===== src/inc/mwd_pkg.sv =====
// package of constants and types for the millisecond watchdog
package mwd_pkg;
  // ---------------------------------------------------------------
  // register map (printed offsets are indexes, byte address = 4x)
  // ---------------------------------------------------------------
  localparam logic [7:0] MWD_IDX_TIMEOUT_CTRL = 8'hd6;
  localparam logic [7:0] MWD_IDX_OFF_KEY = 8'hd7;
  localparam logic [7:0] MWD_IDX_CLK_FREQ = 8'h51;
  localparam logic [9:0] MWD_ADR_TIMEOUT_CTRL = {MWD_IDX_TIMEOUT_CTRL, 2'b00};
  localparam logic [9:0] MWD_ADR_OFF_KEY = {MWD_IDX_OFF_KEY, 2'b00};
  localparam logic [9:0] MWD_ADR_CLK_FREQ = {MWD_IDX_CLK_FREQ, 2'b00};

  // ---------------------------------------------------------------
  // field positions and reset values
  // ---------------------------------------------------------------
  localparam int MWD_LIMIT_LSB = 0;
  localparam int MWD_COUNT_LSB = 16;
  localparam logic [15:0] MWD_LIMIT_RST = 16'h03e8;
  localparam logic [15:0] MWD_COUNT_RST = 16'h0000;
  localparam logic [31:0] MWD_OFF_KEY = 32'h0d15ab1e;
  localparam logic [31:0] MWD_ON_VALUE = 32'h00000000;
  localparam logic [6:0] MWD_FREQ_RST = 7'h19;
  localparam logic [6:0] MWD_FREQ_MIN = 7'h05;
  localparam logic [6:0] MWD_FREQ_MAX = 7'h64;

  // ---------------------------------------------------------------
  // timing: one tick per millisecond, 1000 us each
  // ---------------------------------------------------------------
  localparam int MWD_TICK_US = 1000;
  localparam int MWD_CLK_MHZ = 10;
  localparam int MWD_TICK_CYC = MWD_TICK_US * MWD_CLK_MHZ;

  typedef struct packed {
    logic [9:0] adr;
    logic [31:0] dat;
    logic [3:0] sel;
    logic we;
    logic cyc;
    logic stb;
  } mwd_wb_req_t;

  typedef struct packed {
    logic [31:0] dat;
    logic ack;
    logic err;
  } mwd_wb_rsp_t;
endpackage


===== src/verilog/mwd_tick_gen.sv =====
// millisecond tick divider driven by the programmed clock frequency
`timescale 1ns/100ps
module mwd_tick_gen
  import mwd_pkg::*;
#(
  parameter int TICK_US = MWD_TICK_US
) (
  input wire logic clk_i, // system clock
  input wire logic rst_i, // synchronous reset, active high
  input wire logic [6:0] freq_mhz_i, // clock frequency in MHz
  output logic tick_o // one-cycle pulse each millisecond
);
  // ms counter is 10 bits wide, so the tick length must fit in it
  if (TICK_US < 1 || TICK_US > 1000) begin : g_bad_tick
    $error("bad TICK_US");
  end

  // ---------------------------------------------------------------
  // two-stage divide: microsecond prescaler, then microsecond count
  // ---------------------------------------------------------------
  logic [6:0] us_cnt;
  logic [9:0] ms_cnt;
  wire us_end = (us_cnt >= freq_mhz_i - 7'h01);
  wire ms_end = (ms_cnt >= 10'(TICK_US - 1));
  // a frequency change mid-count only shortens or stretches one tick
  always_ff @(posedge clk_i) begin
    if (rst_i) begin
      us_cnt <= 7'h00;
      ms_cnt <= 10'h000;
      tick_o <= 1'b0;
    end else begin
      tick_o <= 1'b0;
      us_cnt <= us_end ? 7'h00 : us_cnt + 7'h01;
      if (us_end) begin
        ms_cnt <= ms_end ? 10'h000 : ms_cnt + 10'h001;
        tick_o <= ms_end;
      end
    end
  end
endmodule


===== src/verilog/mwd_top.sv =====
// millisecond watchdog with a classic wishbone register slave
`timescale 1ns/100ps
module mwd_top
  import mwd_pkg::*;
#(
  parameter int TICK_US = MWD_TICK_US
) (
  input wire logic clk_i, // system clock, 10 MHz
  input wire logic rst_i, // synchronous reset, active high
  input wire logic [9:0] wb_adr_i, // byte address
  input wire logic [31:0] wb_dat_i, // write data
  input wire logic [3:0] wb_sel_i, // byte enables
  input wire logic wb_we_i, // write enable
  input wire logic wb_cyc_i, // bus cycle
  input wire logic wb_stb_i, // strobe
  output logic [31:0] wb_dat_o, // read data
  output logic wb_ack_o, // acknowledge
  output logic wb_err_o, // negative acknowledge
  input wire logic running_power_state_i, // high while running_power_state
  output logic tile_reset_o, // one-cycle tile reset pulse
  output logic wdog_enabled_o // watchdog armed
);
  // ---------------------------------------------------------------
  // state
  // ---------------------------------------------------------------
  typedef enum logic [1:0] {
    MWD_IDLE = 2'b01,
    MWD_DONE = 2'b10
  } mwd_bus_t;

  mwd_bus_t bus_st;
  mwd_wb_req_t req;
  logic [15:0] limit;
  logic [15:0] count;
  logic [31:0] off_key;
  logic [6:0] freq_mhz;
  logic tick;
  logic [31:0] next_rdata;
  logic next_ack;
  logic next_err;

  assign req = '{adr: wb_adr_i, dat: wb_dat_i, sel: wb_sel_i,
                 we: wb_we_i, cyc: wb_cyc_i, stb: wb_stb_i};

  function automatic logic cmpl_ok(input logic [31:0] d);
    cmpl_ok = (d[31:16] == ~d[15:0]);
  endfunction

  // ---------------------------------------------------------------
  // decode
  // ---------------------------------------------------------------
  wire req_new = req.cyc && req.stb && (bus_st == MWD_IDLE);
  wire hit_to = (req.adr == MWD_ADR_TIMEOUT_CTRL);
  wire hit_key = (req.adr == MWD_ADR_OFF_KEY);
  wire hit_frq = (req.adr == MWD_ADR_CLK_FREQ);
  wire full_word = (req.sel == 4'hf);
  wire wr = req_new && req.we;
  // partial writes are refused; the checks span the whole word
  wire to_ok = full_word && cmpl_ok(req.dat);
  wire freq_ok = full_word && req.dat[31:7] == 25'h0000000 &&
                 req.dat[6:0] >= MWD_FREQ_MIN &&
                 req.dat[6:0] <= MWD_FREQ_MAX;
  wire key_ok = full_word;
  wire kick = wr && hit_to && to_ok;
  wire key_wr = wr && hit_key && key_ok;
  wire frq_wr = wr && hit_frq && freq_ok;
  wire is_off = (off_key == MWD_OFF_KEY);
  wire armed = !is_off;
  wire dis_now = key_wr && (req.dat == MWD_OFF_KEY);
  wire run = armed && running_power_state_i;
  wire expire = run && tick && (count == 16'h0001 || count == 16'h0000);

  always_comb begin
    next_rdata = 32'h00000000;
    if (hit_to) begin
      next_rdata = {count, limit};
    end else if (hit_key) begin
      next_rdata = off_key;
    end else if (hit_frq) begin
      next_rdata = {25'h0000000, freq_mhz};
    end
  end

  always_comb begin
    next_ack = 1'b0;
    next_err = 1'b0;
    if (req_new) begin
      if (!(hit_to || hit_key || hit_frq)) begin
        next_err = 1'b1;
      end else if (req.we) begin
        next_ack = hit_to ? to_ok : (hit_key ? key_ok : freq_ok);
        next_err = !next_ack;
      end else begin
        next_ack = 1'b1;
      end
    end
  end

  // ---------------------------------------------------------------
  // bus slave: one-cycle latency, ack dropped the next cycle
  // ---------------------------------------------------------------
  always_ff @(posedge clk_i) begin
    if (rst_i) begin
      bus_st <= MWD_IDLE;
      wb_ack_o <= 1'b0;
      wb_err_o <= 1'b0;
      wb_dat_o <= 32'h00000000;
    end else begin
      wb_ack_o <= next_ack;
      wb_err_o <= next_err;
      if (req_new) begin
        wb_dat_o <= req.we ? 32'h00000000 : next_rdata;
      end
      unique case (bus_st)
        MWD_IDLE: bus_st <= req_new ? MWD_DONE : MWD_IDLE;
        MWD_DONE: bus_st <= MWD_IDLE;
        default: bus_st <= MWD_IDLE;
      endcase
    end
  end

  // ---------------------------------------------------------------
  // configuration registers
  // ---------------------------------------------------------------
  always_ff @(posedge clk_i) begin
    if (rst_i) begin
      limit <= MWD_LIMIT_RST;
      off_key <= MWD_OFF_KEY;
      freq_mhz <= MWD_FREQ_RST;
    end else begin
      if (kick) begin
        limit <= req.dat[15:0];
      end
      if (key_wr) begin
        off_key <= req.dat;
      end
      if (frq_wr) begin
        freq_mhz <= req.dat[6:0];
      end
    end
  end

  // ---------------------------------------------------------------
  // countdown
  // ---------------------------------------------------------------
  // a kick wins over a tick in the same cycle so the restart is exact
  always_ff @(posedge clk_i) begin
    if (rst_i) begin
      count <= MWD_COUNT_RST;
      tile_reset_o <= 1'b0;
    end else begin
      tile_reset_o <= expire;
      if (dis_now) begin
        count <= 16'h0000;
      end else if (kick) begin
        count <= req.dat[15:0];
      end else if (key_wr && is_off && req.dat != MWD_OFF_KEY) begin
        count <= limit;
      end else if (expire) begin
        count <= limit;
      end else if (run && tick) begin
        count <= count - 16'h0001;
      end
    end
  end

  assign wdog_enabled_o = armed;

  mwd_tick_gen #(
    .TICK_US(TICK_US)
  ) u_tick (
    .clk_i(clk_i),
    .rst_i(rst_i),
    .freq_mhz_i(freq_mhz),
    .tick_o(tick)
  );
endmodule

===== config.mk =====
export PLATFORM = sky130hd
export DESIGN_NAME = mwd_top
export DESIGN_NICKNAME = d
export VERILOG_FILES = /design/src/inc/mwd_pkg.sv /design/src/verilog/mwd_tick_gen.sv /design/src/verilog/mwd_top.sv
export SDC_FILE = /design/constraint.sdc
export NUM_CORES = 1
export LEC_CHECK = 0
export BUFFER_PORTS_ARGS = -buffer_cell sky130_fd_sc_hd__buf_2
export CAP_MARGIN = 20
export CELL_PAD_IN_SITES_DETAIL_PLACEMENT = 2
export CELL_PAD_IN_SITES_GLOBAL_PLACEMENT = 2
export CORE_MARGIN = 2
export CORE_UTILIZATION = 31
export CTS_CLUSTER_DIAMETER = 40
export CTS_CLUSTER_SIZE = 30
export DETAILED_ROUTE_END_ITERATION = 10
export PLACE_DENSITY = 0.74
export SLEW_MARGIN = 20
export SYNTH_ARGS = -nofsm -noshare
export SYNTH_HDL_FRONTEND = slang
export SYNTH_SLANG_ARGS = --single-unit

===== constraint.sdc =====
create_clock -name clk_i -period 2.65 [get_ports clk_i]
set_input_delay 0.53 -clock clk_i [delete_from_list [all_inputs] [get_ports clk_i]]
set_output_delay 0.53 -clock clk_i [all_outputs]
set_load 0.02 [all_outputs]

---- Yosys cells after proc, flatten, opt, wreduce, memory -nomap -nowiden ----
Cells that the tools add are included.
word-level totals
  logic and storage cells ................. 83
  memories ................................ 0
  bits in registers ....................... 126
  output and inout bits ................... 36
  bits in writable memories ............... 0
  bits in latches ......................... 0
  bits in read-only memories .............. 0
cells by class
  equality and inequality tests ........... 10
  $mul .................................... 0
  shift-type cells ........................ 0
  $lt $le $gt $ge ......................... 4
  mux-type cells .......................... 15
  reductions and logical operators ........ 33
  divide/modulo/power cells ............... 0
  $add $sub $neg .......................... 4
  bitwise gates (word level) .............. 5
operators with widths
  cell                                                                                  number
  32-bit 2-to-1 mux                                                                     3
  32-bit by 28-bit == test with 1-bit output (second input constant)                    2
  16-bit 2-to-1 mux                                                                     4
  32-bit by 28-bit inequality test with 1-bit output (second input constant)            1
  25-bit zero test                                                                      1
  10-bit == test (second input constant)                                                2
  1-bit logical AND                                                                     19
  16-bit by 1-bit == test with 1-bit output (second input constant)                     1
  16-bit == test                                                                        1
  16-bit zero test                                                                      1
  16-bit NOT                                                                            1
  16-bit by 1-bit subtractor with 16-bit output (second input constant)                 1
  10-bit by 1-bit adder with 10-bit output (second input constant)                      1
  10-bit by 9-bit == test with 1-bit output (second input constant)                     1
  10-bit greater-or-equal comparator (second input constant)                            1
  10-bit 2-to-1 mux                                                                     1
  2-bit OR reduction                                                                    5
  7-bit by 1-bit adder with 7-bit output (second input constant)                        1
  7-bit by 3-bit greater-or-equal comparator with 1-bit output (second input constant)  1
  7-bit greater-or-equal comparator                                                     1
  7-bit <= comparator (second input constant)                                           1
  7-bit 2-to-1 mux                                                                      1
  7-bit by 1-bit subtractor with 7-bit output (second input constant)                   1
  1-bit 2-to-1 mux                                                                      5
  8 further kinds                                                                       14

---- Longest topological paths before layout ----
  depth after elaboration ................. 9
  gate-level depth with buffers ........... 11
  gate-level depth less buffers ........... 10

---- Hierarchy ----
Synthesis repeated with hierarchy kept, for this count alone.
unflattened totals
  cell total of the unflattened synthesis .. 779
  area total of the unflattened synthesis .. 6,537.5 um2
by module, submodules not included
  module        cells each  area each (um2)  instances  sequential area each (um2)
  mwd_top       662         5,499.0          1          2,162.1
  mwd_tick_gen  117         1,038.5          1          360.3

---- Worst setup path before layout ----
Ideal clock, no wire load.
  path kind ............................... input port to flip-flop
  from .................................... input wb_dat_i[30]
  to ...................................... register count[11]
  arrival ................................. 2.420 ns
  setup slack ............................. 0.099 ns
  required time ........................... 2.518 ns
  library setup time ...................... 0.132 ns
  cell stages on the path ................. 7
  cell sequence ........................... nor4_1 -> nand4_1 -> or4_4 -> a32oi_4 -> mux2_2 -> mux2i_1 -> a21oi_1
between the ends
  cells in the longest elaborated chain, start to end .. 4
ends and longest elaborated chain
  element                                                                               RTL line                       RTL
  start, declared                                                                       mwd_top.sv:11                  input wire logic [31:0] wb_dat_i,
  32-bit by 28-bit inequality test with 1-bit output or 16-bit == test (tied branches)  mwd_top.sv:157, mwd_top.sv:46
  1-bit logical AND (on tied branches)                                                  mwd_top.sv:157, mwd_top.sv:59
  16-bit 2-to-1 mux or 1-bit logical AND (tied branches)                                mwd_top.sv:157, mwd_top.sv:64
  16-bit 2-to-1 mux or 4-bit nonzero test (tied branches)                               n/a
  end signal, assigned                                                                  mwd_top.sv:156                 count <= req.dat[15:0];
  end signal, assigned                                                                  mwd_top.sv:158                 count <= limit;
  end signal, assigned                                                                  mwd_top.sv:160                 count <= limit;
  end, declared                                                                         mwd_top.sv:34                  logic [15:0] count;
Parallel ways exist; a longest one is shown, timed or not.
A chain may end at the register's enable or synchronous reset.

---- Worst setup path in the final report ----
  from .................................... input wb_dat_i[23]
  to ...................................... register count[0]
Same word-level chain as after synthesis.

==> out/summary.log <==
qor: worst_setup_path.worstReg2RegEnd count[11]$_SDFFE_PP0P_
qor: synthesis.synth.distinct_cells 54
qor: place.place_congestion 0.902
qor: global_route.globalRouteTotalUtil 24.9%
qor: clocking.clockBufferDepth 2
qor: worst_setup_path.setup.worst_path.end_class flip-flop
qor: synthesis.netlist_instances 772
qor: place.portBuffers 87
qor: synthesis.dominant_register_cell_in_the_synthesized_netlist sky130_fd_sc_hd__dfxtp_1
qor: synthesis.post_synth.cell_area_avg 8.23 um2
qor: synthesis.synth.yosys.seq_area_share 39.7%
qor: flow_run.maxCapViolations 0
qor: timing.maxSlewViolCount 0
qor: timing.post-route-period-util 96.2%
qor: synthesis.count_of_flip_flops_with_a_built_in_enable_after_synthesis 0
qor: final_layout.fillerInstances 2278
qor: floorplan.die_x 147 um
qor: worst_setup_path.worst_ep_required_time 2.93 ns
qor: timing.timing_worst_slew_pin_value 1.03 ns
qor: routing.drcViolationCount 0
qor: worst_setup_path.worst_path_dominant_cell_family simple AND/OR/NAND/NOR gates
qor: timing.finalHoldViolCount 0
qor: routing.totalWireLength 26600 um
qor: synthesis.synth.net_count 837
qor: final_layout.design.final.nets 967
qor: global_route.grt.overflow.total 0
qor: worst_setup_path.cp_launch_type primary input
qor: synthesis.asyncSetResetFlopFracSynth 0%
qor: clocking.cts.clk_slew.worst_paths 0.06 ns
qor: global_route.gr-usage-met2 45.0%
qor: clocking.cts-buffers-inserted 17
qor: floorplan.die_height 147 um
qor: worst_hold_path.worstHoldPathCells 3
qor: floorplan.placement_rows 52
qor: timing.hold_ws 0.416 ns
qor: pwr.vdd_ir_drop_max 0.391 mV
qor: timing.max_clock_freq 392 MHz
qor: final_layout.area_of_the_multi_input_gates 3620 um2
qor: timing.period_needed 2.55 ns
qor: clocking.cts.repair_timing.setup_buffer_count 0
qor: worst_setup_path.worst_ep_arrival_time 2.83 ns
qor: worst_setup_path.timing.critical_path.buf_inv 3
qor: routing.num_vias 6447
qor: worst_setup_path.critical_path_peak_fanout 7
qor: final_layout.antenna_cells_inserted 0
qor: floorplan.initial_utilization 31.5%
qor: routing.postRouteAntennaNets 0
qor: timing.rsz0062_at_grt no
qor: clocking.clock_tree_from_tritoncts built
qor: global_route.antenna_found_initial 0
qor: timing.timing.slew.headroom 30.9%
qor: global_route.largest_net_degree_at_the_start_of_global_routing 105
qor: final_layout.non_filler_cells_in_the_finished_layout 1185
qor: worst_setup_path.critical_path_cell_by_cell buf_2 > nor4_1 > nand4_1 > or4_4 > buf_4 > nand3_1 > buf_4 > a21boi_0 > a311oi_1 > a21oi_1
qor: run_status.run_status finished, final reports clean
qor: worst_hold_path.hold_start wb_dat_i[24]
qor: routing.detail_route.wl_per_cell 22.4 um
qor: clocking.clock-sinks 126
qor: worst_setup_path.crit_path_max_incr_delay 0.62 ns
qor: synthesis.synth-seq-cells 126
qor: worst_setup_path.ff2ff_setup_slack 0.12 ns
qor: timing.timing.final.setup_violations 0
qor: clocking.clock_tree.htree_level_count 4
qor: timing.timing.clock.skew 0.0114 ns
qor: routing.first_pass_iters 5
qor: place.numPlacedInstances 1153
qor: global_route.first_global_vias 7236
qor: floorplan.floorplan.die_area 21700 um2
qor: pwr.cellLeakagePower 3.45 nW
qor: worst_setup_path.timing_worst_setup_path_type in2reg
qor: worst_setup_path.timing.rr.start off_key[16]$_SDFFE_PP1P_
qor: global_route.busiest_grt_layer met2
qor: place.detailed_place_hpwl 19900 um
qor: routing.initialDrtViolationCount 274
qor: pwr.power.density_cell_area 575 nW/um2
qor: final_layout.end_of_flow_core_utilization 40.3%
qor: routing.drt-vias-per-instance 5.44
qor: synthesis.synthesis.area 6350 um2
qor: worst_hold_path.worst_hold_end off_key[24]$_SDFFE_PP1P_
qor: worst_setup_path.critical_path.slowest_cell sky130_fd_sc_hd__or4_4
qor: global_route.grt_first_pass_wirelength 41500 um
qor: clocking.post_cts_hold_buffer_count 0
qor: worst_hold_path.worst_hold_path_type in2reg
qor: worst_setup_path.reg2reg_depth 7
qor: floorplan.fp.coreArea 20200 um2
qor: clocking.clock_tree.root_cell sky130_fd_sc_hd__clkbuf_16
qor: worst_setup_path.critical_path.most_common_cell sky130_fd_sc_hd__buf_4
qor: global_route.groute.layer.met3.usage 5.28%
qor: final_layout.layout_cell_share_with_drive_strength_beyond_1 24.6%
qor: synthesis.synth-warning-count 0
qor: floorplan.io-pin-count 88
qor: global_route.grt_use_met1 28.8%
qor: clocking.clk-insertion-delay-late 0.43 ns
qor: final_layout.register_area 2520 um2
qor: worst_setup_path.timing.critical_path.depth 10
qor: final_layout.area.growth.synth_to_final 28.1%
-- worst register-to-register path, stage by stage (launching register included) --
cell and delay [ns]:
sky130_fd_sc_hd__dfxtp_1 0.36, sky130_fd_sc_hd__nor4bb_1 0.40, sky130_fd_sc_hd__nand4_1 0.30, sky130_fd_sc_hd__o211a_1 0.36, sky130_fd_sc_hd__a32oi_4 0.31, sky130_fd_sc_hd__mux2_2 0.39, sky130_fd_sc_hd__mux2i_1 0.17, sky130_fd_sc_hd__a21oi_1 0.10
-- repair_timing --
action,4_1_cts,5_1_grt
resized for setup,2,3
pin swaps,0,2
endpoints found under the setup margin,2,4
-- metal layers --
metal | wire (um) | vias to the layer above
met2 | 13500 | 140
met4 | 837 | 0
met5 | 0 | -
met3 | 1020 | 48
met1 | 11200 | 3229
li1 | - | 3030
-- state kept, by name, summed over array words and instances, names as in the netlist --
name / flops
off_key: 32
count: 16
limit: 16
tile_reset_o: 1
u_tick.us_cnt: 7
freq_mhz: 7
u_tick.ms_cnt: 10
u_tick.tick_o: 1
wb_err_o: 1
bus_st: 2
wb_ack_o: 1
wb_dat_o: 32
-- cell families after synthesis --
logic type	share of synthesized area, %
simple gates	26.2
compound gates	16.5
flops	39.7
buf+inv	4.04
mux	6.50
xor+xnor	4.55
fa+ha+maj	2.56
-- where the power goes --
group	switching (W)	internal, W
combinational	0.000182	0.000107
clock	0.000961	0.00152
sequential	0.00000478	0.00190
-- cell type report --
cell class	instances	area share (%)
Inverter	27	1.25
Timing Repair Buffer	152	11.5
Multi-Input combinational cell	578	44.5
Clock buffer	18	5.40
Tap cell	270	4.15
Sequential cell	126	31.0
Clock inverter	14	2.18
-- cells in the final DEF (no fill, tap or decap), drive strengths merged, types with 3 or more instances in the layout --
| master | synthesis | layout |
|---|---|---|
| and2 | 5 | 5 |
| nor4bb | 7 | 7 |
| nand2 | 107 | 107 |
| a21oi | 76 | 76 |
| nand2b | 3 | 3 |
| a21o | 3 | 3 |
| clkbuf | 40 | 18 |
| ha | 13 | 13 |
| mux2 | 26 | 26 |
| nand4b | 6 | 6 |
| buf | 1 | 152 |
| o21ai | 26 | 26 |
| nor3 | 20 | 20 |
| dfxtp | 126 | 126 |
| or3 | 8 | 8 |
| or2 | 3 | 3 |
| inv | 27 | 34 |
| xor2 | 27 | 27 |
| xnor2 | 6 | 6 |
| nand3b | 16 | 16 |
| nor4 | 19 | 19 |
| clkinv | 0 | 3 |
| a31oi | 6 | 6 |
| and4 | 5 | 5 |
| mux2i | 12 | 12 |
| nand3 | 18 | 18 |
| bufinv | 0 | 3 |
| a211o | 9 | 9 |
| nand4 | 17 | 17 |
| or4 | 3 | 3 |
| and3 | 7 | 7 |
| a22oi | 25 | 25 |
| a311oi | 4 | 4 |
| nor2 | 78 | 78 |
-- cells in the mapped netlist (2+ instances only) --
cell type	number	area share, %
sky130_fd_sc_hd__nor2_1	78	4.6
sky130_fd_sc_hd__mux2_2	24	4.3
sky130_fd_sc_hd__and4b_1	2	0.32
sky130_fd_sc_hd__nand3_1	18	1.4
sky130_fd_sc_hd__nand2b_1	3	0.30
sky130_fd_sc_hd__nor3_1	16	1.3
sky130_fd_sc_hd__or4_1	2	0.24
sky130_fd_sc_hd__nand2_1	107	6.3
sky130_fd_sc_hd__o21a_1	2	0.24
sky130_fd_sc_hd__a22oi_1	25	3.0
sky130_fd_sc_hd__and2_1	5	0.49
sky130_fd_sc_hd__and4_1	5	0.69
sky130_fd_sc_hd__inv_1	27	1.6
sky130_fd_sc_hd__ha_1	13	2.6
sky130_fd_sc_hd__nor4bb_1	7	1.1
sky130_fd_sc_hd__dfxtp_1	126	40
sky130_fd_sc_hd__o21ai_0	26	2.0
sky130_fd_sc_hd__nor4_2	2	0.39
sky130_fd_sc_hd__clkbuf_1	40	2.4
sky130_fd_sc_hd__nand3b_1	16	1.9
sky130_fd_sc_hd__o311a_1	2	0.32
sky130_fd_sc_hd__a311oi_1	4	0.55
sky130_fd_sc_hd__a21o_1	3	0.35
sky130_fd_sc_hd__o221a_2	2	0.35
sky130_fd_sc_hd__xnor2_1	6	0.83
sky130_fd_sc_hd__nand4_1	17	1.7
sky130_fd_sc_hd__a31oi_1	6	0.59
sky130_fd_sc_hd__or3_1	8	0.79
sky130_fd_sc_hd__nor4b_1	2	0.28
sky130_fd_sc_hd__a211o_1	9	1.2
sky130_fd_sc_hd__and3_1	7	0.69
sky130_fd_sc_hd__mux2i_1	12	1.9
sky130_fd_sc_hd__a21oi_1	76	6.0
sky130_fd_sc_hd__xor2_1	27	3.7
sky130_fd_sc_hd__mux2_1	2	0.35
sky130_fd_sc_hd__nor3_2	4	0.63
sky130_fd_sc_hd__nor4_1	17	1.7
sky130_fd_sc_hd__or2_2	3	0.30
sky130_fd_sc_hd__nand4b_1	6	0.83
-- worst max-delay path by stage --
stage                            start                     end  slack [ns]
2_1_floorplan             wb_dat_i[30]  count[11]$_SDFFE_PP0P_         0.1
3_3_place_gp              wb_dat_i[30]   count[4]$_SDFFE_PP0P_       -0.26
3_5_place_dp              wb_dat_i[30]  count[11]$_SDFFE_PP0P_       -0.43
4_1_cts        off_key[4]$_SDFFE_PP1P_          wdog_enabled_o        0.03
5_1_grt                   wb_dat_i[30]  count[11]$_SDFFE_PP0P_       0.007
6_report                  wb_dat_i[23]   count[0]$_SDFFE_PP0P_         0.1
-- stage by stage --
stage / instance area, um2 / total power, W / setup TNS [ns] / worst slack, ns
global route: 8140 / 0.00482 / 0 / 0.00677
global placement: 7480 / 0.00222 / -3.19 / -0.262
detailed placement: 7480 / 0.00223 / -6.38 / -0.432
CTS: 8110 / 0.00472 / 0 / 0.0305
finish: 8140 / 0.00468 / 0 / 0.100
floorplan: 6350 / 0.00206 / 0 / 0.0987
Note: power is estimated with default switching activity, not from simulation.
